<file path="src/hdl/ctx_pkg.sv">
/*
  constants and carrier types of the continuous transmit test control:
  register indices, field positions, reset values, commands and states.
  assumes a single baseband clock domain and an 8-bit register port.
*/
package ctx_pkg;

  // ----------------------------------------------------------------
  // register port
  // ----------------------------------------------------------------
  localparam int unsigned ADDR_W = 3;
  localparam int unsigned DATA_W = 8;

  localparam logic [ADDR_W-1:0] REG_PHY_CONTROL = 3'h0;
  localparam logic [ADDR_W-1:0] REG_TX_LEN_LOW  = 3'h1;
  localparam logic [ADDR_W-1:0] REG_TX_LEN_HIGH = 3'h2;
  localparam logic [ADDR_W-1:0] REG_INPHASE_DAC = 3'h3;
  localparam logic [ADDR_W-1:0] REG_QUAD_DAC    = 3'h4;
  localparam logic [ADDR_W-1:0] REG_CHIP_MODE   = 3'h5;
  localparam logic [ADDR_W-1:0] REG_STATUS      = 3'h6;
  localparam logic [ADDR_W-1:0] REG_COMMAND     = 3'h7;

  // ----------------------------------------------------------------
  // field positions
  // ----------------------------------------------------------------
  localparam int unsigned CONTINUOUS_TX_ENABLE_BIT   = 7; // continuous_tx_enable
  localparam int unsigned PC_AFCS_BIT  = 4; // auto_checksum_tx
  localparam int unsigned DAC_EN_BIT   = 7; // override enable
  localparam int unsigned DAC_VAL_W    = 7; // override value, bits 6:0
  localparam int unsigned CHPM_W       = 2; // chip_mode_select
  localparam int unsigned CMD_W        = 3;

  // ----------------------------------------------------------------
  // reset values and codes
  // ----------------------------------------------------------------
  localparam logic [DATA_W-1:0]    PC_RESET    = 8'h00;
  localparam logic [DATA_W-1:0]    DAC_RESET   = 8'h3f;
  localparam logic [DATA_W-1:0]    LEN_RESET   = 8'h00;
  localparam logic [CHPM_W-1:0]    CHPM_RESET  = 2'h0;
  localparam logic [CHPM_W-1:0]    CHPM_CARRIER = 2'h1;
  localparam logic [DAC_VAL_W-1:0] DAC_ZERO    = 7'h3f;

  localparam logic [CMD_W-1:0] CMD_NOP     = 3'h0;
  localparam logic [CMD_W-1:0] CMD_TRX_OFF = 3'h2;
  localparam logic [CMD_W-1:0] CMD_TX_PREP = 3'h3;
  localparam logic [CMD_W-1:0] CMD_TX      = 3'h4;

  localparam int unsigned FCS_OCTETS = 2;
  localparam int unsigned FB_ADDR_W  = 11; // 2 kbyte frame buffer
  localparam int unsigned LEN_W      = 16;

  // ----------------------------------------------------------------
  // types
  // ----------------------------------------------------------------
  typedef enum logic [2:0] {
    CTX_OFF,
    CTX_PREP,
    CTX_HEADER,
    CTX_PAYLOAD,
    CTX_DRAIN,
    CTX_CARRIER
  } ctx_state_t;

  // one word toward the modulator
  typedef struct packed {
    logic [7:0] data;   // payload octet
    logic       hdr;    // send synchronization and phy header here
    logic       fcs;    // octet is the computed checksum
    logic       last;   // last octet of one repetition
    logic       pad;    // pad bits may follow (final repetition only)
  } ctx_word_t;

  localparam int unsigned WORD_W = $bits(ctx_word_t);

endpackage

</file>
<file path="src/hdl/ctx_top.sv">
/*
  continuous transmit test control for one transceiver: frame based
  continuous transmission from the transmit frame buffer through a
  16-word fifo to the modulator, and override of the i and q dac inputs.
  assumes the frame buffer answers one clock after its address, the
  checksum unit holds the frame checksum on i_fcs, and all inputs share
  i_clk_sys.
*/
`timescale 1ns/100ps

// ------------------------------------------------------------------
// fifo with valid and ready on both sides
// ------------------------------------------------------------------
module ctx_fifo #(
  parameter int unsigned WIDTH = 12,
  parameter int unsigned DEPTH = 16
) (
  input  wire logic             i_clk_sys,
  input  wire logic             i_resetn,
  input  wire logic             i_flush,
  input  wire logic             i_in_valid,
  output logic                  o_in_ready,
  input  wire logic [WIDTH-1:0] i_in_data,
  output logic                  o_out_valid,
  input  wire logic             i_out_ready,
  output logic [WIDTH-1:0]      o_out_data
);
  localparam int unsigned AW = $clog2(DEPTH);

  typedef struct packed {
    logic [DEPTH-1:0][WIDTH-1:0] mem;
    logic [AW-1:0]               wr;
    logic [AW-1:0]               rd;
    logic [AW:0]                 cnt;
  } ctx_fifo_state_t;

  ctx_fifo_state_t s_r;
  ctx_fifo_state_t s_nxt;
  logic            push;
  logic            pop;

  // honest full and empty from the fill count
  assign o_in_ready  = (s_r.cnt != (AW+1)'(DEPTH));
  assign o_out_valid = (s_r.cnt != '0);
  assign o_out_data  = s_r.mem[s_r.rd];
  assign push        = i_in_valid && o_in_ready;
  assign pop         = o_out_valid && i_out_ready;

  // pointer and count update, flush empties
  always_comb begin
    s_nxt = s_r;
    if (push) begin
      s_nxt.mem[s_r.wr] = i_in_data;
      s_nxt.wr          = s_r.wr + 1'b1;
    end
    if (pop) begin
      s_nxt.rd = s_r.rd + 1'b1;
    end
    s_nxt.cnt = s_r.cnt + (AW+1)'(push) - (AW+1)'(pop);
    if (i_flush) begin
      s_nxt.wr  = '0;
      s_nxt.rd  = '0;
      s_nxt.cnt = '0;
    end
  end

  always_ff @(posedge i_clk_sys) begin
    if (!i_resetn) begin
      s_r <= '0;
    end else begin
      s_r <= s_nxt;
    end
  end
endmodule

// ------------------------------------------------------------------
// top
// ------------------------------------------------------------------
module ctx_top
  import ctx_pkg::*;
#(
  parameter int unsigned FIFO_DEPTH = 16
) (
  input  wire logic                 i_clk_sys,
  input  wire logic                 i_resetn,
  input  wire logic                 i_reg_wr,
  input  wire logic [ADDR_W-1:0]    i_reg_addr,
  input  wire logic [DATA_W-1:0]    i_reg_wdata,
  output logic      [DATA_W-1:0]    o_reg_rdata,
  output logic      [FB_ADDR_W-1:0] o_fb_addr,
  output logic                      o_fb_rd,
  input  wire logic [7:0]           i_fb_data,
  input  wire logic [15:0]          i_fcs,
  output logic                      o_tx_valid,
  input  wire logic                 i_tx_ready,
  output ctx_word_t                 o_tx_word,
  input  wire logic [DAC_VAL_W-1:0] i_mod_i,
  input  wire logic [DAC_VAL_W-1:0] i_mod_q,
  output logic      [DAC_VAL_W-1:0] o_dac_i,
  output logic      [DAC_VAL_W-1:0] o_dac_q,
  output logic                      o_tx_on,
  output logic                      o_prep
);

  typedef struct packed {
    ctx_state_t           st;
    logic [DATA_W-1:0]    pc;
    logic [DATA_W-1:0]    len_lo;
    logic [DATA_W-1:0]    len_hi;
    logic [DATA_W-1:0]    daci;
    logic [DATA_W-1:0]    dacq;
    logic [CHPM_W-1:0]    chpm;
    logic [LEN_W-1:0]     cnt;      // next octet to fetch
    logic [LEN_W-1:0]     pos;      // octet being returned
    logic                 pend;     // frame buffer read in flight
    logic [DATA_W-1:0]    rdata;
    logic [FB_ADDR_W-1:0] fb_addr;
    logic                 fb_rd;
    logic                 out_valid;
    ctx_word_t            out_word;
    logic [DAC_VAL_W-1:0] dac_i;
    logic [DAC_VAL_W-1:0] dac_q;
    logic                 tx_on;
    logic                 prep;
  } ctx_state_r_t;

  ctx_state_r_t s_r;
  ctx_state_r_t s_nxt;

  logic       fifo_in_valid;
  logic       fifo_in_ready;
  ctx_word_t  fifo_in_word;
  logic       fifo_out_valid;
  logic       fifo_out_ready;
  ctx_word_t  fifo_out_word;
  logic       flush;

  // override mux: enable in bit 7, value in bits 6:0
  function automatic logic [DAC_VAL_W-1:0] dac_pick(
    input logic [DATA_W-1:0]    ovr,
    input logic [DAC_VAL_W-1:0] mod
  );
    dac_pick = ovr[DAC_EN_BIT] ? ovr[DAC_VAL_W-1:0] : mod;
  endfunction

  ctx_fifo #(
    .WIDTH (WORD_W),
    .DEPTH (FIFO_DEPTH)
  ) u_fifo (
    .i_clk_sys   (i_clk_sys),
    .i_resetn    (i_resetn),
    .i_flush     (flush),
    .i_in_valid  (fifo_in_valid),
    .o_in_ready  (fifo_in_ready),
    .i_in_data   (fifo_in_word),
    .o_out_valid (fifo_out_valid),
    .i_out_ready (fifo_out_ready),
    .o_out_data  (fifo_out_word)
  );

  // ----------------------------------------------------------------
  // next state
  // ----------------------------------------------------------------
  always_comb begin
    logic [LEN_W-1:0] len;
    logic             ctx_en;
    logic             tx_cmd;
    logic             off_cmd;
    s_nxt         = s_r;
    len           = {s_r.len_hi, s_r.len_lo};
    ctx_en        = s_r.pc[CONTINUOUS_TX_ENABLE_BIT];
    tx_cmd        = i_reg_wr && (i_reg_addr == REG_COMMAND) &&
                    (i_reg_wdata[CMD_W-1:0] == CMD_TX);
    off_cmd       = i_reg_wr && (i_reg_addr == REG_COMMAND) &&
                    (i_reg_wdata[CMD_W-1:0] == CMD_TRX_OFF);
    flush         = 1'b0;
    fifo_in_valid = 1'b0;
    fifo_in_word  = '0;
    s_nxt.fb_rd   = 1'b0;

    // register writes
    if (i_reg_wr) begin
      if (i_reg_addr == REG_PHY_CONTROL) begin
        s_nxt.pc = i_reg_wdata;
      end else if (i_reg_addr == REG_TX_LEN_LOW) begin
        s_nxt.len_lo = i_reg_wdata;
      end else if (i_reg_addr == REG_TX_LEN_HIGH) begin
        s_nxt.len_hi = i_reg_wdata;
      end else if (i_reg_addr == REG_INPHASE_DAC) begin
        s_nxt.daci = i_reg_wdata;
      end else if (i_reg_addr == REG_QUAD_DAC) begin
        s_nxt.dacq = i_reg_wdata;
      end else if (i_reg_addr == REG_CHIP_MODE) begin
        s_nxt.chpm = i_reg_wdata[CHPM_W-1:0];
      end
    end

    // read data, registered
    if (i_reg_addr == REG_PHY_CONTROL) begin
      s_nxt.rdata = s_r.pc;
    end else if (i_reg_addr == REG_TX_LEN_LOW) begin
      s_nxt.rdata = s_r.len_lo;
    end else if (i_reg_addr == REG_TX_LEN_HIGH) begin
      s_nxt.rdata = s_r.len_hi;
    end else if (i_reg_addr == REG_INPHASE_DAC) begin
      s_nxt.rdata = s_r.daci;
    end else if (i_reg_addr == REG_QUAD_DAC) begin
      s_nxt.rdata = s_r.dacq;
    end else if (i_reg_addr == REG_CHIP_MODE) begin
      s_nxt.rdata = DATA_W'(s_r.chpm);
    end else if (i_reg_addr == REG_STATUS) begin
      s_nxt.rdata = DATA_W'(s_r.st);
    end else begin
      s_nxt.rdata = '0;
    end

    // transmit sequencing
    case (s_r.st)
      CTX_OFF: begin
        if (i_reg_wr && (i_reg_addr == REG_COMMAND) &&
            (i_reg_wdata[CMD_W-1:0] == CMD_TX_PREP)) begin
          s_nxt.st = CTX_PREP;
        end
      end
      CTX_PREP: begin
        if (tx_cmd) begin
          if (s_r.chpm == CHPM_CARRIER) begin
            s_nxt.st = CTX_CARRIER;
          end else begin
            s_nxt.st = CTX_HEADER;
          end
        end
      end
      CTX_HEADER: begin
        // header goes out once per transmission
        fifo_in_valid    = 1'b1;
        fifo_in_word.hdr = 1'b1;
        if (fifo_in_ready) begin
          s_nxt.st   = CTX_PAYLOAD;
          s_nxt.cnt  = '0;
          s_nxt.pend = 1'b0;
        end
      end
      CTX_PAYLOAD: begin
        // octet returned by the frame buffer
        if (s_r.pend) begin
          fifo_in_valid = 1'b1;
          fifo_in_word.data = i_fb_data;
          if (s_r.pc[PC_AFCS_BIT] &&
              (s_r.pos >= len - LEN_W'(FCS_OCTETS))) begin
            fifo_in_word.fcs  = 1'b1;
            fifo_in_word.data = (s_r.pos == len - 1'b1) ?
                                i_fcs[15:8] : i_fcs[7:0];
          end
          fifo_in_word.last = (s_r.pos == len - 1'b1);
          fifo_in_word.pad  = fifo_in_word.last && !ctx_en;
          s_nxt.pend = 1'b0;
          if (fifo_in_word.last) begin
            if (ctx_en) begin
              s_nxt.cnt = '0;
            end else begin
              s_nxt.st = CTX_DRAIN;
            end
          end
        end else if (len == '0) begin
          s_nxt.st = CTX_DRAIN;
        end else if (fifo_in_ready && (s_r.cnt < len)) begin
          // one read in flight at most, the fifo has room for it
          s_nxt.fb_addr = s_r.cnt[FB_ADDR_W-1:0];
          s_nxt.fb_rd   = 1'b1;
          s_nxt.pos     = s_r.cnt;
          s_nxt.cnt     = s_r.cnt + 1'b1;
          s_nxt.pend    = 1'b1;
        end
      end
      CTX_DRAIN: begin
        if (!fifo_out_valid && !s_r.out_valid) begin
          s_nxt.st = CTX_PREP;
        end
      end
      CTX_CARRIER: begin
        // carrier runs until transceiver off
        s_nxt.st = CTX_CARRIER;
      end
      default: begin
        s_nxt.st = CTX_OFF;
      end
    endcase

    // transceiver off wins in every state
    if (off_cmd) begin
      s_nxt.st   = CTX_OFF;
      s_nxt.pend = 1'b0;
      s_nxt.fb_rd = 1'b0;
      flush      = 1'b1;
      fifo_in_valid = 1'b0;
    end

    // output stage toward the modulator
    fifo_out_ready = !s_r.out_valid || i_tx_ready;
    if (fifo_out_ready) begin
      s_nxt.out_valid = fifo_out_valid;
      s_nxt.out_word  = fifo_out_word;
    end
    if (off_cmd) begin
      s_nxt.out_valid = 1'b0;
    end

    // dac inputs, each override on its own
    s_nxt.dac_i = dac_pick(s_r.daci, i_mod_i);
    s_nxt.dac_q = dac_pick(s_r.dacq, i_mod_q);
    s_nxt.tx_on = (s_nxt.st == CTX_HEADER) || (s_nxt.st == CTX_PAYLOAD) ||
                  (s_nxt.st == CTX_DRAIN) || (s_nxt.st == CTX_CARRIER);
    s_nxt.prep  = (s_nxt.st == CTX_PREP);
  end

  // ----------------------------------------------------------------
  // state register
  // ----------------------------------------------------------------
  always_ff @(posedge i_clk_sys) begin
    if (!i_resetn) begin
      s_r        <= '0;
      s_r.st     <= CTX_OFF;
      s_r.pc     <= PC_RESET;
      s_r.len_lo <= LEN_RESET;
      s_r.len_hi <= LEN_RESET;
      s_r.daci   <= DAC_RESET;
      s_r.dacq   <= DAC_RESET;
      s_r.chpm   <= CHPM_RESET;
      s_r.dac_i  <= DAC_ZERO;
      s_r.dac_q  <= DAC_ZERO;
    end else begin
      s_r <= s_nxt;
    end
  end

  // outputs straight from flip-flops
  assign o_reg_rdata = s_r.rdata;
  assign o_fb_addr   = s_r.fb_addr;
  assign o_fb_rd     = s_r.fb_rd;
  assign o_tx_valid  = s_r.out_valid;
  assign o_tx_word   = s_r.out_word;
  assign o_dac_i     = s_r.dac_i;
  assign o_dac_q     = s_r.dac_q;
  assign o_tx_on     = s_r.tx_on;
  assign o_prep      = s_r.prep;

endmodule

</file>
<file path="config.mk">
export PLATFORM = sky130hd
export DESIGN_NAME = ctx_top
export DESIGN_NICKNAME = d
export VERILOG_FILES = /design/src/hdl/ctx_pkg.sv /design/src/hdl/ctx_top.sv
export SDC_FILE = /design/constraint.sdc
export NUM_CORES = 1
export LEC_CHECK = 0
export BUFFER_PORTS_ARGS = -buffer_cell sky130_fd_sc_hd__buf_4
export CAP_MARGIN = 10
export CORE_ASPECT_RATIO = 1.1
export CORE_MARGIN = 2
export CORE_UTILIZATION = 34
export CTS_BUF_LIST = sky130_fd_sc_hd__clkbuf_4
export DETAILED_ROUTE_END_ITERATION = 7
export GPL_ROUTABILITY_DRIVEN = 0
export GPL_TIMING_DRIVEN = 0
export HOLD_SLACK_MARGIN = 0.12
export PLACE_DENSITY = 0.54
export SLEW_MARGIN = 25
export SYNTH_ARGS = -nofsm -noshare
export SYNTH_HDL_FRONTEND = slang
export SYNTH_SLANG_ARGS = --single-unit
</file>
<file path="constraint.sdc">
create_clock -name i_clk_sys -period 3.8 [get_ports i_clk_sys]
set_input_delay 0.57 -clock i_clk_sys [delete_from_list [all_inputs] [get_ports i_clk_sys]]
set_output_delay 0.57 -clock i_clk_sys [all_outputs]
set_load 0.005 [all_outputs]
</file>
After elaboration in Yosys (flattened, before gate mapping)
Cells that the tools add are included.
{ "classes": {"n_reduce_logical": 35, "n_lt_le_gt_ge": 5, "n_addsub": 7, "eq_ne": 28, "n_mux": 48, "n_bitwise": 9} }
{ "op_table": {"columns": ["op", "n"], "rows": [
  ["192-bit bitwise mux", 1],
  ["8-bit 2-to-1 mux", 9],
  ["33-bit 2-to-1 mux", 2],
  ["16-bit 2-to-1 mux", 4],
  ["12-bit binary-select mux with 4-bit select", 1],
  ["12-bit demux with 4-bit select", 1],
  ["3-bit 2-to-1 mux", 14],
  ["16-bit case mux with 2 select lines", 1],
  ["3-bit equality test (second input constant)", 9],
  ["3-bit by 2-bit equality test with 1-bit output (second input constant)", 8],
  ["12-bit 2-to-1 mux", 2],
  ["3-bit case mux with 6 select lines", 1],
  ["16-bit by 1-bit adder with 16-bit output (second input constant)", 1],
  ["16-bit equality test", 1],
  ["16-bit >= comparator", 1],
  ["16-bit zero test", 1],
  ["16-bit less-than comparator", 1],
  ["16-bit by 1-bit subtractor with 16-bit output (second input constant)", 1],
  ["16-bit by 2-bit subtractor with 16-bit output (second input constant)", 1],
  ["7-bit 2-to-1 mux", 2],
  ["3-bit != test (second input constant)", 4],
  ["6-bit AND reduction", 2],
  ["1-bit logical AND", 11],
  ["4-bit by 5-bit less-than comparator with 1-bit output (second input constant)", 2],
  ["other kinds (23)", 51]
]} }
{ "totals": {"inputBits": 53, "wordCells": 174, "regBits": 332, "out_inout_bits": 49} }

Longest topological paths before layout
{ "logic_depth": {"word_depth": 10, "depth_mapped": 19} }

Hierarchy
Synthesis repeated with hierarchy kept, for this count alone.
{ "hier_totals": {"hier_cells": 1748, "hier_area_um2": 16901.2} }
{ "modules_own_cells": {"columns": ["mod", "area_per_inst_um2", "n_inst", "seq_area_each_um2", "cells_per_inst"], "rows": [
  ["ctx_fifo", 9608.0, 1, 4103.9, 850],
  ["ctx_top", 7293.2, 1, 2322.2, 898]
]} }

Worst setup path after synthesis
Ideal clock, no wire load.
{ "synth_path": {"path_kind": "register to register", "start": "register s_r[113] (netlist name)", "end": "register u_fifo.s_r[147] (netlist name)", "required_ns": 3.724, "arrival_time_ns": 3.609, "path_buffers": 4, "path_slack_ns": 0.115, "setup_ns": 0.076, "path_stages_with_launch": 17, "period_less_slack_ns": 3.685, "cell_sequence": "dfxtp_1 -> clkbuf_1 -> or3_1 -> nor4_1 -> nand4_1 -> xnor2_1 -> ha_1 -> and3_1 -> nand3_1 -> nor3_1 -> a21o_1 -> buf_2 -> and2_1 -> buf_1 -> clkbuf_1 -> nand3_1 -> a21boi_0"} }
{ "synth_via": {"elab_chain_cells": 7} }
{ "synth_rtl": {"columns": ["item", "line_no", "text"], "rows": [
  ["from (decl)", "ctx_top.sv:127", "ctx_state_r_t s_r;"],
  ["from (signal assigned)", "ctx_top.sv:333", "s_r <= s_nxt;"],
  ["16-bit by 2-bit subtractor with 16-bit output", "ctx_top.sv:250", "(s_r.pos >= len - LEN_W'(FCS_OCTETS))) begin"],
  ["16-bit >= comparator", "ctx_top.sv:250", null],
  ["1-bit logical AND", "ctx_top.sv:249", "if (s_r.pc[PC_AFCS_BIT] &&"],
  ["1-bit 2-to-1 mux", "ctx_top.sv:249", null],
  ["3-bit 2-to-1 mux", "ctx_top.sv:246", "if (s_r.pend) begin"],
  ["3-bit 2-to-1 mux", "ctx_top.sv:218", "case (s_r.st)"],
  ["192-bit bitwise mux", "ctx_top.sv:53", "s_nxt.mem[s_r.wr] = i_in_data;"],
  ["to (signal assigned)", "ctx_top.sv:71", "s_r <= s_nxt;"],
  ["to (decl)", "ctx_top.sv:37", "ctx_fifo_state_t s_r;"]
]} }
Every way passes these cells.
A chain may end at the register's enable or synchronous reset.

Worst setup path after layout
{ "layout_path": {"start": "register s_r[109] (netlist name)", "end": "register u_fifo.s_r[203] (netlist name)"} }
{ "layout_via": {"elab_chain_cells": 7, "word_cells_on_any_way": 10, "cone_classes": "add/sub (2); order compare (1); eq/ne (1); mux (5); reduce/logical (1)"} }
{ "layout_rtl": {"columns": ["item", "line_no"], "rows": [
  ["16-bit by 2-bit subtractor with 16-bit output / 16-bit by 1-bit subtractor with 16-bit output (equally long branches)", "ctx_top.sv:250, ctx_top.sv:252"],
  ["16-bit >= comparator / 16-bit equality test (equally long branches)", "ctx_top.sv:250, ctx_top.sv:252"],
  ["1-bit logical AND / 8-bit 2-to-1 mux (equally long branches)", "ctx_top.sv:249, ctx_top.sv:252"],
  ["8-bit 2-to-1 mux *", "ctx_top.sv:249"],
  ["8-bit 2-to-1 mux *", "ctx_top.sv:246"],
  ["8-bit 2-to-1 mux *", "ctx_top.sv:218"],
  ["192-bit bitwise mux *", "ctx_top.sv:53"]
]} }
Mark *: on every way between the ends. The rest lies on a longest branch, timed or not.

==> reports/metrics.yaml <==
layout:
  nFillCells: 4604
  final_cell_area_sq_um: 18590
  area_growth_pct: 19.04
  final_cell_mix: "nand2_1 (319), dfxtp_1 (319), o21ai_0 (157)"
  drive_above_1_share_pct: 20.73
  nNetsFinal: 2038
drt:
  firstDrtPassIters: 5
  ant_nets: 0
  vias: 13231
  drc: 0
  wirelength_mm: 47.19
  dr.first_iter.drc_count: 635
  wl_per_cell_um: 18.25
  viasPerCell: 5.116
critical_path:
  cp_max_fo: 10
  startpoint_type: "flop"
  critPathCaptureType: "flop"
  crit_slowest_cell: "or3b_2"
  slowest_delay_ns: 0.55
  criticalPathCategory: "reg2reg"
  cp.arrival_ns: 4.27
  path_cells: "inv_1 > ha_2 > or3b_2 > o31ai_2 > a41oi_1 > and2_1 > and4bb_4 > buf_6 > mux2_2 > mux2i_4 > buf_4 > o21ai_0"
  crit_required_ns: 4.48
place:
  pre_cts_slack_ns: -1.000
  place_area_sq_um: 17080
  port_buffers: 97
  hpwl_mm: 34.07
sta:
  fmax_mhz: 278.3
  fin_ws_ns: 0.2073
  rsz0062_at_grt: "no"
  hold_viol: 0
  hold_slack_ns: 0.2560
  skew_ns: 0.07687
  maxSlewViolCount: 0
  worst_pin_slew_ns: 1.027
  min_period_over_period_pct: 94.54
  finalSetupTns_ns: 0
  max_slew_margin_pct: 30.99
  post-route-min-period_ns: 3.593
  setup_viol: 0
yosys:
  synth_edf_count: 0
  synth-main-ff-cell: "dfxtp_1"
  yosysWarningCount: 0
  synthArstFlopShare_pct: 0
  synth_compound_area_share_pct: 13.03
  synth-simple-area-share_pct: 19.48
  syn-num-nets: 1816
  ys_seq_area_share_pct: 41.14
  synth_area_sq_um: 15620
  postSynthAreaPerCell_sq_um: 9.097
  syn_inst: 1717
  synthAdderAreaFrac_pct: 3.733
  synth-xor-area-share_pct: 2.355
  synth_top_family_by_area: "simple AND/OR/NAND/NOR gates"
  synth_mux_area_share_pct: 14.20
  ys_types: 66
  ys_ff_latch: 321
power_and_ir_drop:
  powerDensity_nw_per_um2: 418.7
  p_leak_nw: 7.076
  p_sw_mw: 2.328
  seq_power_share_pct: 44.7
  ir_drop_mv: 0.2434
  p_comb_share_pct: 16.6
  swShare_pct: 29.90
  p_int_mw: 5.456
  p_clk_share_pct: 38.7
clock_network:
  htree_levels: 3
  cts_tree: "done"
  root_buffer: "clkbuf_4"
  cts_sinks: 321
  clkTransAtPathRegs_ns: 0.06
  numCtsBuffers: 89
  clockBufferDepth: 3
  clk_latency_ns: 0.85
floorplan:
  start_util_pct: 34.36
  std_cell_rows: 82
  core_area_sq_um: 45450
  pin_count: 102
  dieWidth_um: 208.4
  die_h_um: 228.8
  die_area_sq_um: 47670
grt:
  globalRouteMet2Util_pct: 34.68
  track_usage_pct: 19.88
  grt_max_degree: 17
  use_met1_pct: 24.05
  grt-ovfl-total: 0
  grt.met3_usage_pct: 3.394
  grt_pass1_vias: 13348
  grt_pass1_wl_mm: 73.81
  grt_antenna_before_repair: 2
  grt-busiest-layer: "met2"
job:
  cap_violations: 0
worst_hold_path:
  holdCritPathClass: "in2reg"
status:
  status: "complete, no violations"
metrics by stage:
| stage | utilization [%] | total power [mW] | std cells |
|---|---|---|---|
| 2_1_floorplan | - | 4.422 | 1717 |
| 6_report | 40.91 | 7.784 | 2586 |
| 3_5_place_dp | 37.59 | 4.818 | 2402 |
| 3_3_place_gp | 37.58 | 4.806 | 2402 |
| 5_1_grt | 40.91 | 8.210 | 2586 |
| 4_1_cts | 40.70 | 7.888 | 2579 |
critical path: cells and delay by family, from the launching register on:
family	cells	cell delay [ns]
adders and majority gates	1	0.25
buffers and inverters	3	0.58
AOI/OAI and AO/OA	3	0.51
muxes	2	0.63
DFF	1	0.39
and+or+nand+nor	3	1.10
sequential cells by signal, indices dropped and copies added, names as in the netlist:
register     cells
o_tx_on          1
o_reg_rdata      8
o_tx_valid       1
s_r             78
u_fifo.s_r     205
o_fb_rd          1
o_dac_i          7
o_tx_word       12
o_prep           1
o_dac_q          7
layer usage:
layer | routed length [um] | part of all wire (%)
met4 | 1442 | 3.1
met2 | 22900 | 49
met1 | 20630 | 44
met3 | 2205 | 4.7
met5 | 12 | 0.025
final cells by class:
cell class / count / area, sq um / area share [%]
tap: 588 / 735.7 / 3.957
buffer: 150 / 824.5 / 4.435
clock buffer: 120 / 900.9 / 4.845
timing repair buffer: 133 / 1071 / 5.760
antenna: 1 / 2.502 / 0.01346
clock inverter: 29 / 157.7 / 0.8479
inverter: 38 / 142.6 / 0.7672
sequential: 321 / 6429 / 34.58
multi-input combinational: 1206 / 8329 / 44.80
what timing repair did:
| action | in CTS | in global routing |
|---|---|---|
| gates resized for setup | 17 | 14 |
| setup buffers | 0 | 7 |
| hold buffers | 29 | 0 |
| setup endpoints to repair | 144 | 135 |
| pin swaps | 0 | 0 |
| gates cloned | 0 | 0 |
| hold endpoints to repair | 90 | 0 |
power groups by stage:
stage / Combinational, mW / Clock [mW] / Sequential (mW)
2_1_floorplan: 0.887 / 0 / 3.54
3_3_place_gp: 1.26 / 0 / 3.55
3_5_place_dp: 1.27 / 0 / 3.55
4_1_cts: 1.30 / 3.11 / 3.48
5_1_grt: 1.42 / 3.31 / 3.48
6_report: 1.30 / 3.01 / 3.48
logic make-up after synthesis:
logic type,count (synthesis)
compound gates,350
xor+xnor,42
fa+ha+maj,46
buf+inv,190
flops,321
mux,128
simple gates,640
worst paths after layout:
path	start	endpoint	slack (ns)	cells after the start
setup reg to reg	s_r[109]	u_fifo.s_r[203]	0.21	12
setup / recovery	s_r[109]	u_fifo.s_r[203]	0.21	12
hold / removal	i_reg_wdata[0]	s_r[116]	0.26	3
hold reg to reg	u_fifo.s_r[144]	u_fifo.s_r[144]	0.45	2
cell usage after synthesis (4+ instances only):
cell      count  area [sq um]
a21o_1       14         105.1
and2_1       19         118.9
nand3b_1      5         37.54
inv_1        38         142.6
and3_1        8         50.05
nand2b_1     16         100.1
o21ai_0     157         785.8
mux2_2        9         101.4
a211oi_1      4         30.03
buf_2         6         30.03
xor2_1       13         113.9
ha_1         45         563.0
nor4_1        4         25.02
a31oi_1       5         31.28
or3_1        15         93.84
nand2_1     319          1197
mux2i_1      44         440.4
o31ai_1       4         30.03
nor3_1       28         140.1
dfxtp_1     321          6426
buf_6         4         45.04
buf_1        15         56.30
mux2i_4       6         135.1
xnor2_1      29         254.0
o21ai_1      13         65.06
nand4_1       9         56.30
a21boi_0     54         405.4
o21a_1        5         37.54
nor4b_1       6         52.55
clkbuf_1     73         274.0
nor2b_1      45         281.5
nor2_1       59         221.5
nand3_1      82         410.4
buf_4        51         382.9
mux4_2       66          1486
nor3b_1       4         30.03
and4_1        4         35.03
a21oi_1      76         380.4
Note: power is estimated with default switching activity, not from simulation.
